==> src/design/fsi_pkg.sv <==
// Package for the slave status-indicator block: timing constants,
// indicator state codes and carrier structs.
// Assumes a 200 MHz system clock.
package fsi_pkg;
   // Clock rate and blink timebase
   localparam int unsigned CLK_HZ = 200000000;
   localparam int unsigned BLINK_HALF_MS = 250;
   localparam int unsigned BLINK_HALF_CYC = CLK_HZ / 1000 * BLINK_HALF_MS;
   localparam int unsigned PULSE_MS = 500;
   localparam int unsigned PULSE_CYC = CLK_HZ / 1000 * PULSE_MS;
   localparam int unsigned ACT_MS = 50;
   localparam int unsigned ACT_CYC = CLK_HZ / 1000 * ACT_MS;

   // Register bus offsets
   localparam logic [3:0] OFS_CTRL = 4'h0;
   localparam logic [3:0] OFS_STAT = 4'h1;
   localparam logic [3:0] OFS_IRQ_STAT = 4'h2;
   localparam logic [3:0] OFS_IRQ_EN = 4'h3;
   localparam logic [3:0] OFS_IRQ_CLR = 4'h4;

   // Control register field positions
   localparam int CTRL_INT_ERR = 0;
   localparam int CTRL_INIT_ERR = 1;
   localparam int CTRL_CFG_BAD = 2;
   localparam int CTRL_CFG_INPHASE = 3;
   localparam int CTRL_READY = 4;
   localparam int CTRL_XCHG = 5;
   localparam int CTRL_BP_FAST = 6;
   localparam logic [7:0] CTRL_RST = 8'h00;

   // Interrupt event positions
   localparam int EV_ERR = 0;
   localparam int EV_CFG = 1;
   localparam int EV_XCHG = 2;
   localparam int EV_PWR = 3;

   // Error indicator modes, one-hot; priority order is pulse, steady, cfg, blink, off
   typedef enum logic [4:0]
   {
      FSI_ERR_OFF = 5'b00001,
      FSI_ERR_PULSE = 5'b00010,
      FSI_ERR_STEADY = 5'b00100,
      FSI_ERR_BLINK = 5'b01000,
      FSI_ERR_CFG = 5'b10000
   } fsi_err_mode_t;

   // Indicator outputs travel together
   typedef struct packed
   {
      logic supply;
      logic error;
      logic ready;
      logic exchange;
   } fsi_leds_t;

   // Register bus request
   typedef struct packed
   {
      logic wr;
      logic rd;
      logic [3:0] addr;
      logic [7:0] wdata;
   } fsi_req_t;
endpackage

==> src/design/fsi_indicators.sv <==
// Status-indicator logic of a fieldbus slave coupler.
// Assumes a 200 MHz clk_i, async active-low reset, pins on supply_ok_i
// and frame activity on fb_activity_i from outside the clock domain.
//
// The implementer's own choices: the register addresses and the address-and-strobe port.
`timescale 1ns/1ps
module fsi_indicators
#(
   parameter int unsigned BLINK_CYC = fsi_pkg::BLINK_HALF_CYC,
   parameter int unsigned PULSE_LEN = fsi_pkg::PULSE_CYC,
   parameter int unsigned ACT_LEN = fsi_pkg::ACT_CYC
)
(
   input wire logic clk_i,
   input wire logic rst_n_i,
   input wire logic supply_ok_i,
   input wire logic fb_activity_i,
   input wire logic [3:0] addr_i,
   input wire logic [7:0] wdata_i,
   input wire logic wr_i,
   input wire logic rd_i,
   output logic [7:0] rdata_o,
   output logic irq_o,
   output logic supply_indicator_o,
   output logic error_indicator_o,
   output logic ready_indicator_o,
   output logic exchange_indicator_o
);
   logic [1:0] rst_sync;
   logic rst_n;
   logic [1:0] sup_sync;
   logic [1:0] act_sync;
   logic act_q;
   logic [7:0] ctrl;
   logic [3:0] irq_stat;
   logic [3:0] irq_en;
   logic [31:0] tb_cnt;
   logic blink;
   logic [31:0] pulse_cnt;
   logic [31:0] act_cnt;
   fsi_pkg::fsi_leds_t leds;
   fsi_pkg::fsi_err_mode_t err_mode;
   fsi_pkg::fsi_leds_t next_leds;
   fsi_pkg::fsi_req_t req;
   logic act_edge;
   logic pulse_on;
   logic [3:0] events;
   logic [7:0] next_rdata;
   logic supply;
   logic wr_ctrl;
   logic wr_irq_en;
   logic wr_clr;
   logic [3:0] clr_mask;

   assign rst_n = rst_sync[1];
   assign req = '{wr: wr_i, rd: rd_i, addr: addr_i, wdata: wdata_i};

   // Write strobe decode for one offset, shared by every writable register
   function automatic logic wr_hit(input fsi_pkg::fsi_req_t r,
      input logic [3:0] a);
      return r.wr && (r.addr == a);
   endfunction

   // Register write selects; the clear mask is empty unless written
   assign wr_ctrl = wr_hit(req, fsi_pkg::OFS_CTRL);
   assign wr_irq_en = wr_hit(req, fsi_pkg::OFS_IRQ_EN);
   assign wr_clr = wr_hit(req, fsi_pkg::OFS_IRQ_CLR);
   assign clr_mask = wr_clr ? req.wdata[3:0] : 4'h0;

   // Reset release synchroniser
   always_ff @(posedge clk_i or negedge rst_n_i)
   begin
      if (!rst_n_i)
         rst_sync <= 2'h0;
      else
         rst_sync <= {rst_sync[0], 1'b1};
   end

   // Pin synchronisers and activity edge store
   always_ff @(posedge clk_i or negedge rst_n)
   begin
      if (!rst_n)
      begin
         sup_sync <= 2'h0;
         act_sync <= 2'h0;
         act_q <= 1'b0;
      end
      else
      begin
         sup_sync <= {sup_sync[0], supply_ok_i};
         act_sync <= {act_sync[0], fb_activity_i};
         act_q <= act_sync[1];
      end
   end

   assign supply = sup_sync[1];
   assign act_edge = act_sync[1] & ~act_q;

   // Common blink timebase
   always_ff @(posedge clk_i or negedge rst_n)
   begin
      if (!rst_n)
      begin
         tb_cnt <= 32'h0;
         blink <= 1'b0;
      end
      else if (tb_cnt == BLINK_CYC - 1)
      begin
         tb_cnt <= 32'h0;
         blink <= ~blink;
      end
      else
         tb_cnt <= tb_cnt + 32'h1;
   end

   // Restart pulse and activity stretch counters
   always_ff @(posedge clk_i or negedge rst_n)
   begin
      if (!rst_n)
      begin
         pulse_cnt <= 32'h0;
         act_cnt <= 32'h0;
      end
      else
      begin
         if (pulse_cnt != PULSE_LEN)
            pulse_cnt <= pulse_cnt + 32'h1;
         if (act_edge)
            act_cnt <= ACT_LEN;
         else if (act_cnt != 32'h0)
            act_cnt <= act_cnt - 32'h1;
      end
   end

   assign pulse_on = (pulse_cnt != PULSE_LEN);

   // Error mode priority: pulse, internal, config, init
   assign err_mode = pulse_on ? fsi_pkg::FSI_ERR_PULSE :
      ctrl[fsi_pkg::CTRL_INT_ERR] ? fsi_pkg::FSI_ERR_STEADY :
      ctrl[fsi_pkg::CTRL_CFG_BAD] ? fsi_pkg::FSI_ERR_CFG :
      ctrl[fsi_pkg::CTRL_INIT_ERR] ? fsi_pkg::FSI_ERR_BLINK :
      fsi_pkg::FSI_ERR_OFF;

   // Indicator decode
   always_comb
   begin
      next_leds.supply = supply;
      next_leds.exchange = (act_cnt != 32'h0);
      next_leds.error = 1'b0;
      next_leds.ready = 1'b0;
      unique case (err_mode)
         fsi_pkg::FSI_ERR_OFF:
         begin
            if (ctrl[fsi_pkg::CTRL_XCHG])
               next_leds.ready = ctrl[fsi_pkg::CTRL_BP_FAST];
            else if (ctrl[fsi_pkg::CTRL_READY])
               next_leds.ready = blink;
         end
         fsi_pkg::FSI_ERR_PULSE: next_leds.error = 1'b1;
         fsi_pkg::FSI_ERR_STEADY: next_leds.error = 1'b1;
         fsi_pkg::FSI_ERR_BLINK: next_leds.error = blink;
         fsi_pkg::FSI_ERR_CFG:
         begin
            next_leds.error = blink;
            next_leds.ready = ctrl[fsi_pkg::CTRL_CFG_INPHASE] ? blink
                                                              : ~blink;
         end
      endcase
   end

   assign events = {supply & ~leds.supply, act_edge,
      ctrl[fsi_pkg::CTRL_CFG_BAD], ctrl[fsi_pkg::CTRL_INT_ERR]
      | ctrl[fsi_pkg::CTRL_INIT_ERR]};

   // Read data select
   assign next_rdata = (req.addr == fsi_pkg::OFS_CTRL) ? ctrl :
      (req.addr == fsi_pkg::OFS_STAT) ? {4'h0, leds} :
      (req.addr == fsi_pkg::OFS_IRQ_STAT) ? {4'h0, irq_stat} :
      (req.addr == fsi_pkg::OFS_IRQ_EN) ? {4'h0, irq_en} : 8'h00;

   // Registers and outputs; hardware set wins over software clear
   always_ff @(posedge clk_i or negedge rst_n)
   begin
      if (!rst_n)
      begin
         ctrl <= fsi_pkg::CTRL_RST;
         irq_en <= 4'h0;
         irq_stat <= 4'h0;
         rdata_o <= 8'h00;
         irq_o <= 1'b0;
         leds <= '0;
      end
      else
      begin
         if (wr_ctrl)
            ctrl <= req.wdata;
         if (wr_irq_en)
            irq_en <= req.wdata[3:0];
         irq_stat <= (irq_stat & ~clr_mask) | events;
         rdata_o <= req.rd ? next_rdata : 8'h00;
         irq_o <= |(irq_stat & irq_en);
         leds <= next_leds;
      end
   end

   assign supply_indicator_o = leds.supply;
   assign error_indicator_o = leds.error;
   assign ready_indicator_o = leds.ready;
   assign exchange_indicator_o = leds.exchange;
endmodule

==> config.mk <==
export PLATFORM = sky130hd
export DESIGN_NAME = fsi_indicators
export DESIGN_NICKNAME = d
export VERILOG_FILES = /design/src/design/fsi_pkg.sv /design/src/design/fsi_indicators.sv
export SDC_FILE = /design/constraint.sdc
export NUM_CORES = 1
export LEC_CHECK = 0
export BUFFER_PORTS_ARGS = -buffer_cell sky130_fd_sc_hd__buf_2
export CAP_MARGIN = 20
export CORE_UTILIZATION = 23
export DETAILED_ROUTE_END_ITERATION = 10
export GPL_TIMING_DRIVEN = 1
export SYNTH_ARGS = -nofsm -noshare
export SYNTH_HDL_FRONTEND = slang
export SYNTH_SLANG_ARGS = --single-unit
==> constraint.sdc <==
create_clock -name clk_i -period 4.9 [get_ports clk_i]
set_input_delay 0.98 -clock clk_i [delete_from_list [all_inputs] [get_ports clk_i]]
set_output_delay 0.98 -clock clk_i [all_outputs]
set_load 0.05 [all_outputs]
==> results of run 1 <==
flip-flops by register name, indices dropped and copies added, names as in the netlist, 2 cells and up:
name,flops
act_sync,2
rdata_o,8
tb_cnt,32
pulse_cnt,32
irq_en,4
act_cnt,32
sup_sync,2
ctrl,8
rst_sync,2
irq_stat,4
worst max-delay path, stage by stage (launching register included):
cell and delay (ns):
dfrtp_1 0.43, or4_4 0.54, or4_1 0.65, o31ai_4 0.60, or4_1 0.19, nand3_1 0.07
logic make-up (layout without fill, tap and decap cells):
logic type,after synthesis,after routing,synth area share [%]
other,1,1,0.0611
adder cells (fa/ha/maj),5,5,1.02
multiplexers,22,22,3.86
buffers and inverters,22,72,1.43
flip-flops,133,133,54.3
AND/OR/NAND/NOR,259,259,23.0
AO/OA/AOI/OAI,61,61,6.67
XOR/XNOR,68,68,9.71
how the worst max path moves through the flow:
stage	from	endpoint	slack, ns	depth (start not counted)
2_1_floorplan	rst_sync[1]	act_cnt[0]	0.92	0
3_3_place_gp	act_cnt[8]	act_cnt[9]	2.28	5
3_5_place_dp	act_cnt[8]	act_cnt[9]	2.24	5
4_1_cts	act_cnt[8]	act_cnt[9]	2.26	5
5_1_grt	act_cnt[14]	act_cnt[26]	2.07	5
6_report	act_cnt[8]	act_cnt[9]	2.27	5
power by group through the flow:
stage	logic [W]	clock network (W)	registers, W
finish	0.000233	0.00134	0.00122
global route	0.000265	0.00143	0.00124
CTS	0.000237	0.00138	0.00122
detailed placement	0.000234	0	0.00124
global placement	0.000233	0	0.00124
floorplan	0.000163	0	0.00125
routing by layer:
layer  wire [um]  track usage [%]
met2        5440             14.6
met3         475             2.72
met1        6190             13.1
met5           0                0
met4         171             3.72
stage by stage:
step	power, W	setup WS (ns)	utilization [%]
after global placement	0.00148	2.28	25.5
after global routing	0.00293	2.07	28.0
after CTS	0.00284	2.26	27.9
after detailed placement	0.00148	2.24	25.5
final	0.00280	2.27	28.0
after floorplan	0.00141	0.920	-
cells in the final DEF (no fill, tap or decap), types with 17 or more instances in the layout:
| master | synthesis | routed |
|---|---|---|
| and3_1 | 19 | 19 |
| buf_2 | 1 | 30 |
| clkbuf_16 | 0 | 17 |
| dfrtp_1 | 133 | 132 |
| nand2_1 | 46 | 46 |
| nand3_1 | 32 | 32 |
| nand4_1 | 21 | 21 |
| nor2_1 | 47 | 47 |
| nor4_1 | 18 | 18 |
| xnor2_1 | 41 | 41 |
| xor2_1 | 27 | 27 |
layout make-up:
cell class / count / area, um2
clock buffer: 22 / 474
clock inverter: 9 / 150
fill: 2697 / 18800
inverter: 7 / 26.3
multi-input combinational: 416 / 2720
sequential: 133 / 3330
tap: 335 / 419
timing repair buffer: 34 / 186
==> metrics.csv, run 1 <==
metric;value;unit
count leader, synth;dfrtp_1;
HPWL Detailed;8370;um
crit path max fanout;14;
Setup crit start kind;flop;
final setup violating endpoints;0;
GR Overflow Total;0;
initial antenna violation count;0;
WL/cell;12.9;um
Synth area leaders;dfrtp_1, xnor2_1, xor2_1;
CP endpoint kind;flop;
# hold bufs at CTS;0;
via count;4354;
via-per-instance ratio;4.55;
switching pwr;0.000664;W
Net Count, Synth;594;
CTS max path bufs;2;
drc violations;8;
die width;165;um
FF-to-FF End;act_cnt[9];
final worst-path cycle share;53.7;%
pwr/cell area;383;nW/um2
first-pass GRT wire length;20700;um
required time of the critical path;5.16;ns
Placer Congestion;0.783;
Synth async-reset ratio;100;%
area grow syn2layout;19.2;%
worst slew pin tran;0.965;ns
switching part of the total;23.7;%
Fmax;0.380;GHz
leak pwr;3.11;nW
top cells by count, synth;dfrtp_1, nor2_1, nand2_1;
vias in the first global route;4116;
setup bufs post-CTS;0;
outcome;complete, but fails checks;
number of flops mapped to enable cells by yosys;0;
Max IR drop VDD;249;uV
placed insts;924;
share of cells above drive strength 1;14.0;%
setup TNS;0;ns
Non-Filler Instances;956;
Final Hold Slack;0.279;ns
worst r2r path cells;5;
Cells after Synth;571;
DR pass1 iterations;7;
Reg clk slew, reported paths;0.06;ns
die height;165;um
Post-Route Skew;0.00543;ns
CTS resizes;0;
clock tree from TritonCTS;built;
nets@finish;632;
Cell Int Power;0.00214;W
endpoints failing hold;0;
clk root buf;clkbuf_16;
die area;27300;um2
Min-Delay Path Class;reg -> async;
Slew Viols, Final;0;
Mapped Area;6130;um2
Worst Path Class, Setup;reg -> reg;
flops & latches, synth;133;
Worst R2R Setup Slack;2.27;ns
RR Startpoint;act_cnt[8];
register share of total power;43.7;%
Synth area leader;dfrtp_1;
Routed Antenna Nets;0;
largest net degree at the start of global routing;51;
Slew HR;35.0;%
Max Cap Viol;0;
top cell type's share of synthesized area;54.3;%
mean post-synth cell area;10.7;um2
failing checks;DRC;
deepest level of the CTS H-tree;4;
post-synth cell types;47;
initial DRC count;282;
clock sinks;133;
Critical Path AT;2.89;ns
Clock power frac;48.0;%
GRT Total Usage;9.69;%
min cycle time layout;2.63;ns
Synth Flop Type;dfrtp_1;
ANT cells;0;
port buffer count;30;
Comb power frac;8.3;%
total wire length;12300;um
RSZ-0062 raised after global routing;no;
sequential element share of the synthesized area;54.3;%
Starting Density;23.5;%
I/O pins;31;
core area;26100;um2
Design Area, Final;7310;um2
row count;59;
Yosys warnings;0;
Worst-Skew Late Latency;0.41;ns
Post-Place Cell Area;6670;um2
TritonCTS Buffers;17;
No activity file was read; power rests on OpenSTA's default activity.
==> run 2, diff against run 1 <==
==> constraint.sdc (replaced) <==
create_clock -name clk_i -period 2.25 [get_ports clk_i]
set_input_delay 0.45 -clock clk_i [delete_from_list [all_inputs] [get_ports clk_i]]
set_output_delay 0.45 -clock clk_i [all_outputs]
set_load 0.05 [all_outputs]
==> run 2 against run 1 <==
Against the previous run: the flow finishes with violations (DRC, setup timing); power rose by 120%; maximum frequency rose by 15%; worst setup slack got worse by 2.3 ns; critical endpoint is now act_cnt[23].
==> metrics.csv, run 2 (synthesized netlist as in run 1, its figures left out) <==
metric;value;unit
die area;27300;um2
share of cells above drive strength 1;22.0;%
final setup violating endpoints;10;
drc violations;12;
RSZ-0062 raised after global routing;yes;
Min-Delay Path Class;in -> reg;
Post-Place Cell Area;6960;um2
area grow syn2layout;26.0;%
area of the multi-input gates;2820;um2
first-pass GRT wire length;21700;um
HPWL Detailed;8790;um
switching pwr;0.00155;W
Critical Path AT;2.55;ns
most common cell after layout, fill and taps aside;dfrtp_1;
Design Area, Final;7730;um2
TritonCTS Buffers;17;
Comb power frac;11.6;%
CTS max path bufs;2;
Fmax;0.436;GHz
leak pwr;3.33;nW
Non-Filler Instances;1000;
Starting Density;23.5;%
clock tree from TritonCTS;built;
clk root buf;clkbuf_16;
Reg clk slew, reported paths;0.06;ns
Worst-Skew Late Latency;0.41;ns
required time of the critical path;2.51;ns
total wire length;12900;um
Placer Congestion;0.792;
Cell Int Power;0.00456;W
die height;165;um
Slew HR;51.0;%
I/O pins;31;
pwr/cell area;792;nW/um2
failing checks;DRC, setup timing;
Max IR drop VDD;309;uV
number of fill cells;2726;
most frequent cells in the layout;dfrtp_1, nand2_1, nor2_1;
nets@finish;675;
placed insts;959;
Worst Path Class, Setup;reg -> reg;
GRT Total Usage;9.97;%
register share of total power;43.1;%
Reg area;3330;um2
top flop regs;act_cnt: 32 flops, pulse_cnt: 32 flops, tb_cnt: 32 flops;
min cycle time layout;2.30;ns
port buffer count;30;
CP endpoint kind;flop;
switching part of the total;25.4;%
Slew Viols, Final;0;
worst slew pin tran;0.735;ns
endpoints failing hold;0;
GR Overflow Total;0;
DR pass1 iterations;7;
initial antenna violation count;0;
Total Power;0.00612;W
deepest level of the CTS H-tree;4;
Routed Antenna Nets;0;
WL/cell;12.9;um
largest net degree at the start of global routing;43;
Post-Route Skew;0.00879;ns
core area;26100;um2
ANT cells;0;
Max Cap Viol;0;
worst setup margin;-0.0457;ns
via-per-instance ratio;4.58;
vias in the first global route;4361;
die width;165;um
final worst-path cycle share;102;%
Clock power frac;45.3;%
initial DRC count;360;
outcome;complete, but fails checks;
via count;4583;
Setup crit start kind;flop;
clock sinks;133;
crit path max fanout;8;
row count;59;
run 2: critical path, cell delays in order, from the launching register on:
cell	delay (ns)
dfrtp_1	0.38
or4_4	0.58
or4_4	0.45
buf_6	0.16
o31ai_4	0.18
buf_4	0.21
or3_1	0.12
nand3_1	0.06
run 2: worst paths after layout:
path,from,to,slack (ns),cells after the start
max in group asynchronous,rst_sync[1],ctrl[7],1.29,1
max,act_cnt[8],act_cnt[23],-0.05,7
min in group asynchronous,rst_sync[1],tb_cnt[20],0.33,0
min reg2reg,rst_sync[1],tb_cnt[20],0.33,0
max reg2reg,act_cnt[8],act_cnt[23],-0.05,7
min,supply_ok_i,sup_sync[0],0.14,1
run 2: area by class of cell:
class                           count  share of cell area [%]
Tap cell                          335                    5.42
Multi-Input combinational cell    416                    36.5
Timing Repair Buffer               77                    6.93
Clock buffer                       21                    6.09
Sequential cell                   133                    43.1
Inverter                            7                   0.340
Clock inverter                     11                    1.59
run 2: what timing repair did:
action	in CTS	in global routing
buffers inserted	1	6
hold buffers	1	0
pin swaps	3	4
cloned	0	1
setup endpoints to repair	13	23
resized for setup	9	12
endpoints found under the hold margin	2	0
run 2: power groups by stage:
stage	logic, W	clock network, W	registers (W)
finish	0.000711	0.00277	0.00263
global route	0.000785	0.00295	0.00265
CTS	0.000686	0.00284	0.00263
detailed placement	0.000672	0	0.00267
global placement	0.000663	0	0.00267
floorplan	0.000361	0	0.00272
run 2: through the flow:
| stage | util, % | setup WS [ns] | setup TNS (ns) | hold WS (ns) |
|---|---|---|---|---|
| after global placement | 26.6 | -0.0372 | -0.0707 | 0.241 |
| after CTS | 29.2 | -0.0238 | -0.0511 | 0.125 |
| final | 29.6 | -0.0457 | -0.277 | 0.143 |
| after floorplan | - | -0.107 | -0.174 | 0.154 |
| after detailed placement | 26.6 | -0.0520 | -0.271 | 0.241 |
| after global routing | 29.6 | -0.128 | -1.63 | 0.122 |
run 2: layer usage:
layer | global-route usage (%) | wire [um] | up-vias
li1 | - | - | 2231
met4 | 3.97 | 236 | 0
met2 | 15.3 | 5840 | 78
met1 | 13.6 | 6470 | 2254
met3 | 2.00 | 397 | 20
met5 | 0 | 0 | -
==> run 3, diff against run 2 <==
--- a/config.mk
+++ b/config.mk
@@ -9,7 +9,7 @@
 export CAP_MARGIN = 20
 export CORE_UTILIZATION = 23
 export DETAILED_ROUTE_END_ITERATION = 10
-export GPL_TIMING_DRIVEN = 1
+export GPL_TIMING_DRIVEN = 0
 export SYNTH_ARGS = -nofsm -noshare
 export SYNTH_HDL_FRONTEND = slang
 export SYNTH_SLANG_ARGS = --single-unit
==> run 3 against run 2 <==
Against the previous run: the flow still finishes with violations (DRC, setup timing); clock power decreased by 7.2%; wire length is 1.2% higher; die area is the same; largest cell class unchanged; largest power group is now sequential cells.
==> metrics.csv, run 3 (synthesized netlist as in run 1, its figures left out) <==
metric;value;unit
outcome;complete, but fails checks;
failing checks;DRC, setup timing;
WL/cell;13.2;um
Routed Antenna Nets;0;
Slew HR;58.1;%
final setup violating endpoints;15;
placed insts;936;
via-per-instance ratio;4.58;
most frequent cells in the layout;dfrtp_1, nor2_1, nand2_1;
slowest cell on the critical path;or4_4;
Critical Path AT;2.72;ns
Worst R2R Setup Slack;-0.13;ns
leak pwr;3.30;nW
via count;4526;
die area;27300;um2
core area;26100;um2
top flop regs;act_cnt: 32 flops, pulse_cnt: 32 flops, tb_cnt: 32 flops;
Reg area;3330;um2
routing usage on met1;13.4;%
Post-Route Skew;0.00975;ns
initial antenna violation count;0;
Reg clk slew, reported paths;0.06;ns
GRT Total Usage;10.1;%
Fmax;0.420;GHz
Layout Utilization;30.1;%
met3 Use GR;2.42;%
Worst Path Class, Setup;reg -> reg;
worst r2r path cells;7;
Worst-Skew Late Latency;0.42;ns
CTS max path bufs;2;
met2 track demand over resource;15.6;%
HPWL Detailed;8520;um
Slew Viols, Final;0;
number of fill cells;2682;
deepest level of the CTS H-tree;4;
port buffer count;28;
FF-to-FF End;act_cnt[30];
CP Launch Point;act_cnt[12];
crit-path max cell delay;0.57;ns
largest net degree at the start of global routing;64;
min cycle time layout;2.38;ns
clk root buf;clkbuf_16;
clock tree from TritonCTS;built;
GRT Max-Usage Layer;met2;
Critical Path Sink;act_cnt[30];
GR Overflow Total;0;
pwr/cell area;754;nW/um2
required time of the critical path;2.59;ns
TritonCTS Buffers;17;
CP endpoint kind;flop;
Starting Density;23.5;%
ANT cells;0;
initial DRC count;212;
RR Startpoint;act_cnt[12];
row count;59;
Min-Delay Path Class;in -> reg;
drc violations;12;
worst slew pin tran;0.623;ns
final worst-path cycle share;106;%
die width;165;um
RSZ-0062 raised after global routing;yes;
Max Cap Viol;0;
most common cell after layout, fill and taps aside;dfrtp_1;
clock sinks;133;
area of the multi-input gates;3060;um2
vias in the first global route;4374;
area grow syn2layout;28.1;%
nets@finish;664;
DR pass1 iterations;8;
Max IR drop VDD;388;uV
CP cell instances;or4_4 -> buf_6 -> nor4b_4 -> nand4b_1 -> buf_4 -> or4_1 -> a21oi_1;
share of cells above drive strength 1;23.5;%
first-pass GRT wire length;21900;um
I/O pins;31;
crit path max fanout;4;
Non-Filler Instances;989;
total wire length;13100;um
Setup crit start kind;flop;
die height;165;um
endpoints failing hold;0;
worst setup margin;-0.131;ns
Placer Congestion;0.781;
Total Power;0.00592;W
## run 3: cell types whose count changed in the layout (fill, tap and decap cells not counted), moves of 3 or more
cell / before / now
buf_4: 41 / 16
clkbuf_1: 1 / 9
nor4_4: 0 / 8
buf_6: 2 / 8
inv_6: 2 / 7
nor4_1: 14 / 9
nor3_1: 9 / 5
buf_2: 31 / 28
clkinv_2: 3 / 0
clkinvlp_4: 4 / 7
nor3_2: 1 / 4
nor4_2: 4 / 1
## run 3: cell type report
| type | count | area share [%] |
|---|---|---|
| Buffer | 12 | 0.812 |
| Clock buffer | 17 | 5.42 |
| Clock inverter | 15 | 1.56 |
| Inverter | 7 | 0.335 |
| Multi-Input combinational cell | 416 | 39.0 |
| Sequential cell | 133 | 42.4 |
| Tap cell | 335 | 5.34 |
| Timing Repair Buffer | 54 | 5.14 |
## run 3: per-stage QoR
stage	hold slack, ns	TNS (ns)	instance area (um2)	worst slack (ns)
detailed placement	0.144	-9.43	6770	-0.468
floorplan	0.154	-0.174	6150	-0.107
finish	0.133	-0.842	7860	-0.131
global route	0.113	-2.43	7860	-0.228
global placement	0.236	-124.57	6710	-0.897
CTS	0.114	-0.778	7480	-0.0927
## run 3: power by group
| part | leakage [nW] | total [W] | switching, W | internal, W |
|---|---|---|---|---|
| sequential | 1.71 | 0.00266 | 0.000141 | 0.00252 |
| combinational | 1.34 | 0.000690 | 0.000390 | 0.000299 |
| clock | 0.246 | 0.00257 | 0.00114 | 0.00143 |
## run 3: worst min path at each step
stage | startpoint | cells after the start | to
floorplan | rst_n_i | 0 | rst_sync[0]
global route | supply_ok_i | 1 | sup_sync[0]
CTS | fb_activity_i | 1 | act_sync[0]
detailed placement | rst_sync[1] | 0 | tb_cnt[20]
global placement | rst_n_i | 1 | rst_sync[0]
finish | fb_activity_i | 1 | act_sync[0]
## run 3: metal layers
layer / share of wire (%) / wire (um)
met2: 46 / 6080
met4: 1.6 / 213
met5: 0 / 0
met3: 2.7 / 352
met1: 49 / 6460
## run 3: worst max-delay path: cells and delay by family, from the launching register on
family                 cells  cell delay [ns]
and+or+nand+nor            4             1.48
DFF                        1             0.37
buffers and inverters      2             0.32
AOI/OAI and AO/OA          1             0.13
## run 3: timing repair
action,CTS,global route
hold buffers,1,0
setup buffers,9,13
pin swaps,9,28
setup endpoints to repair,51,48
cloned,0,2
hold endpoints to repair,2,0
gates resized for setup,19,58
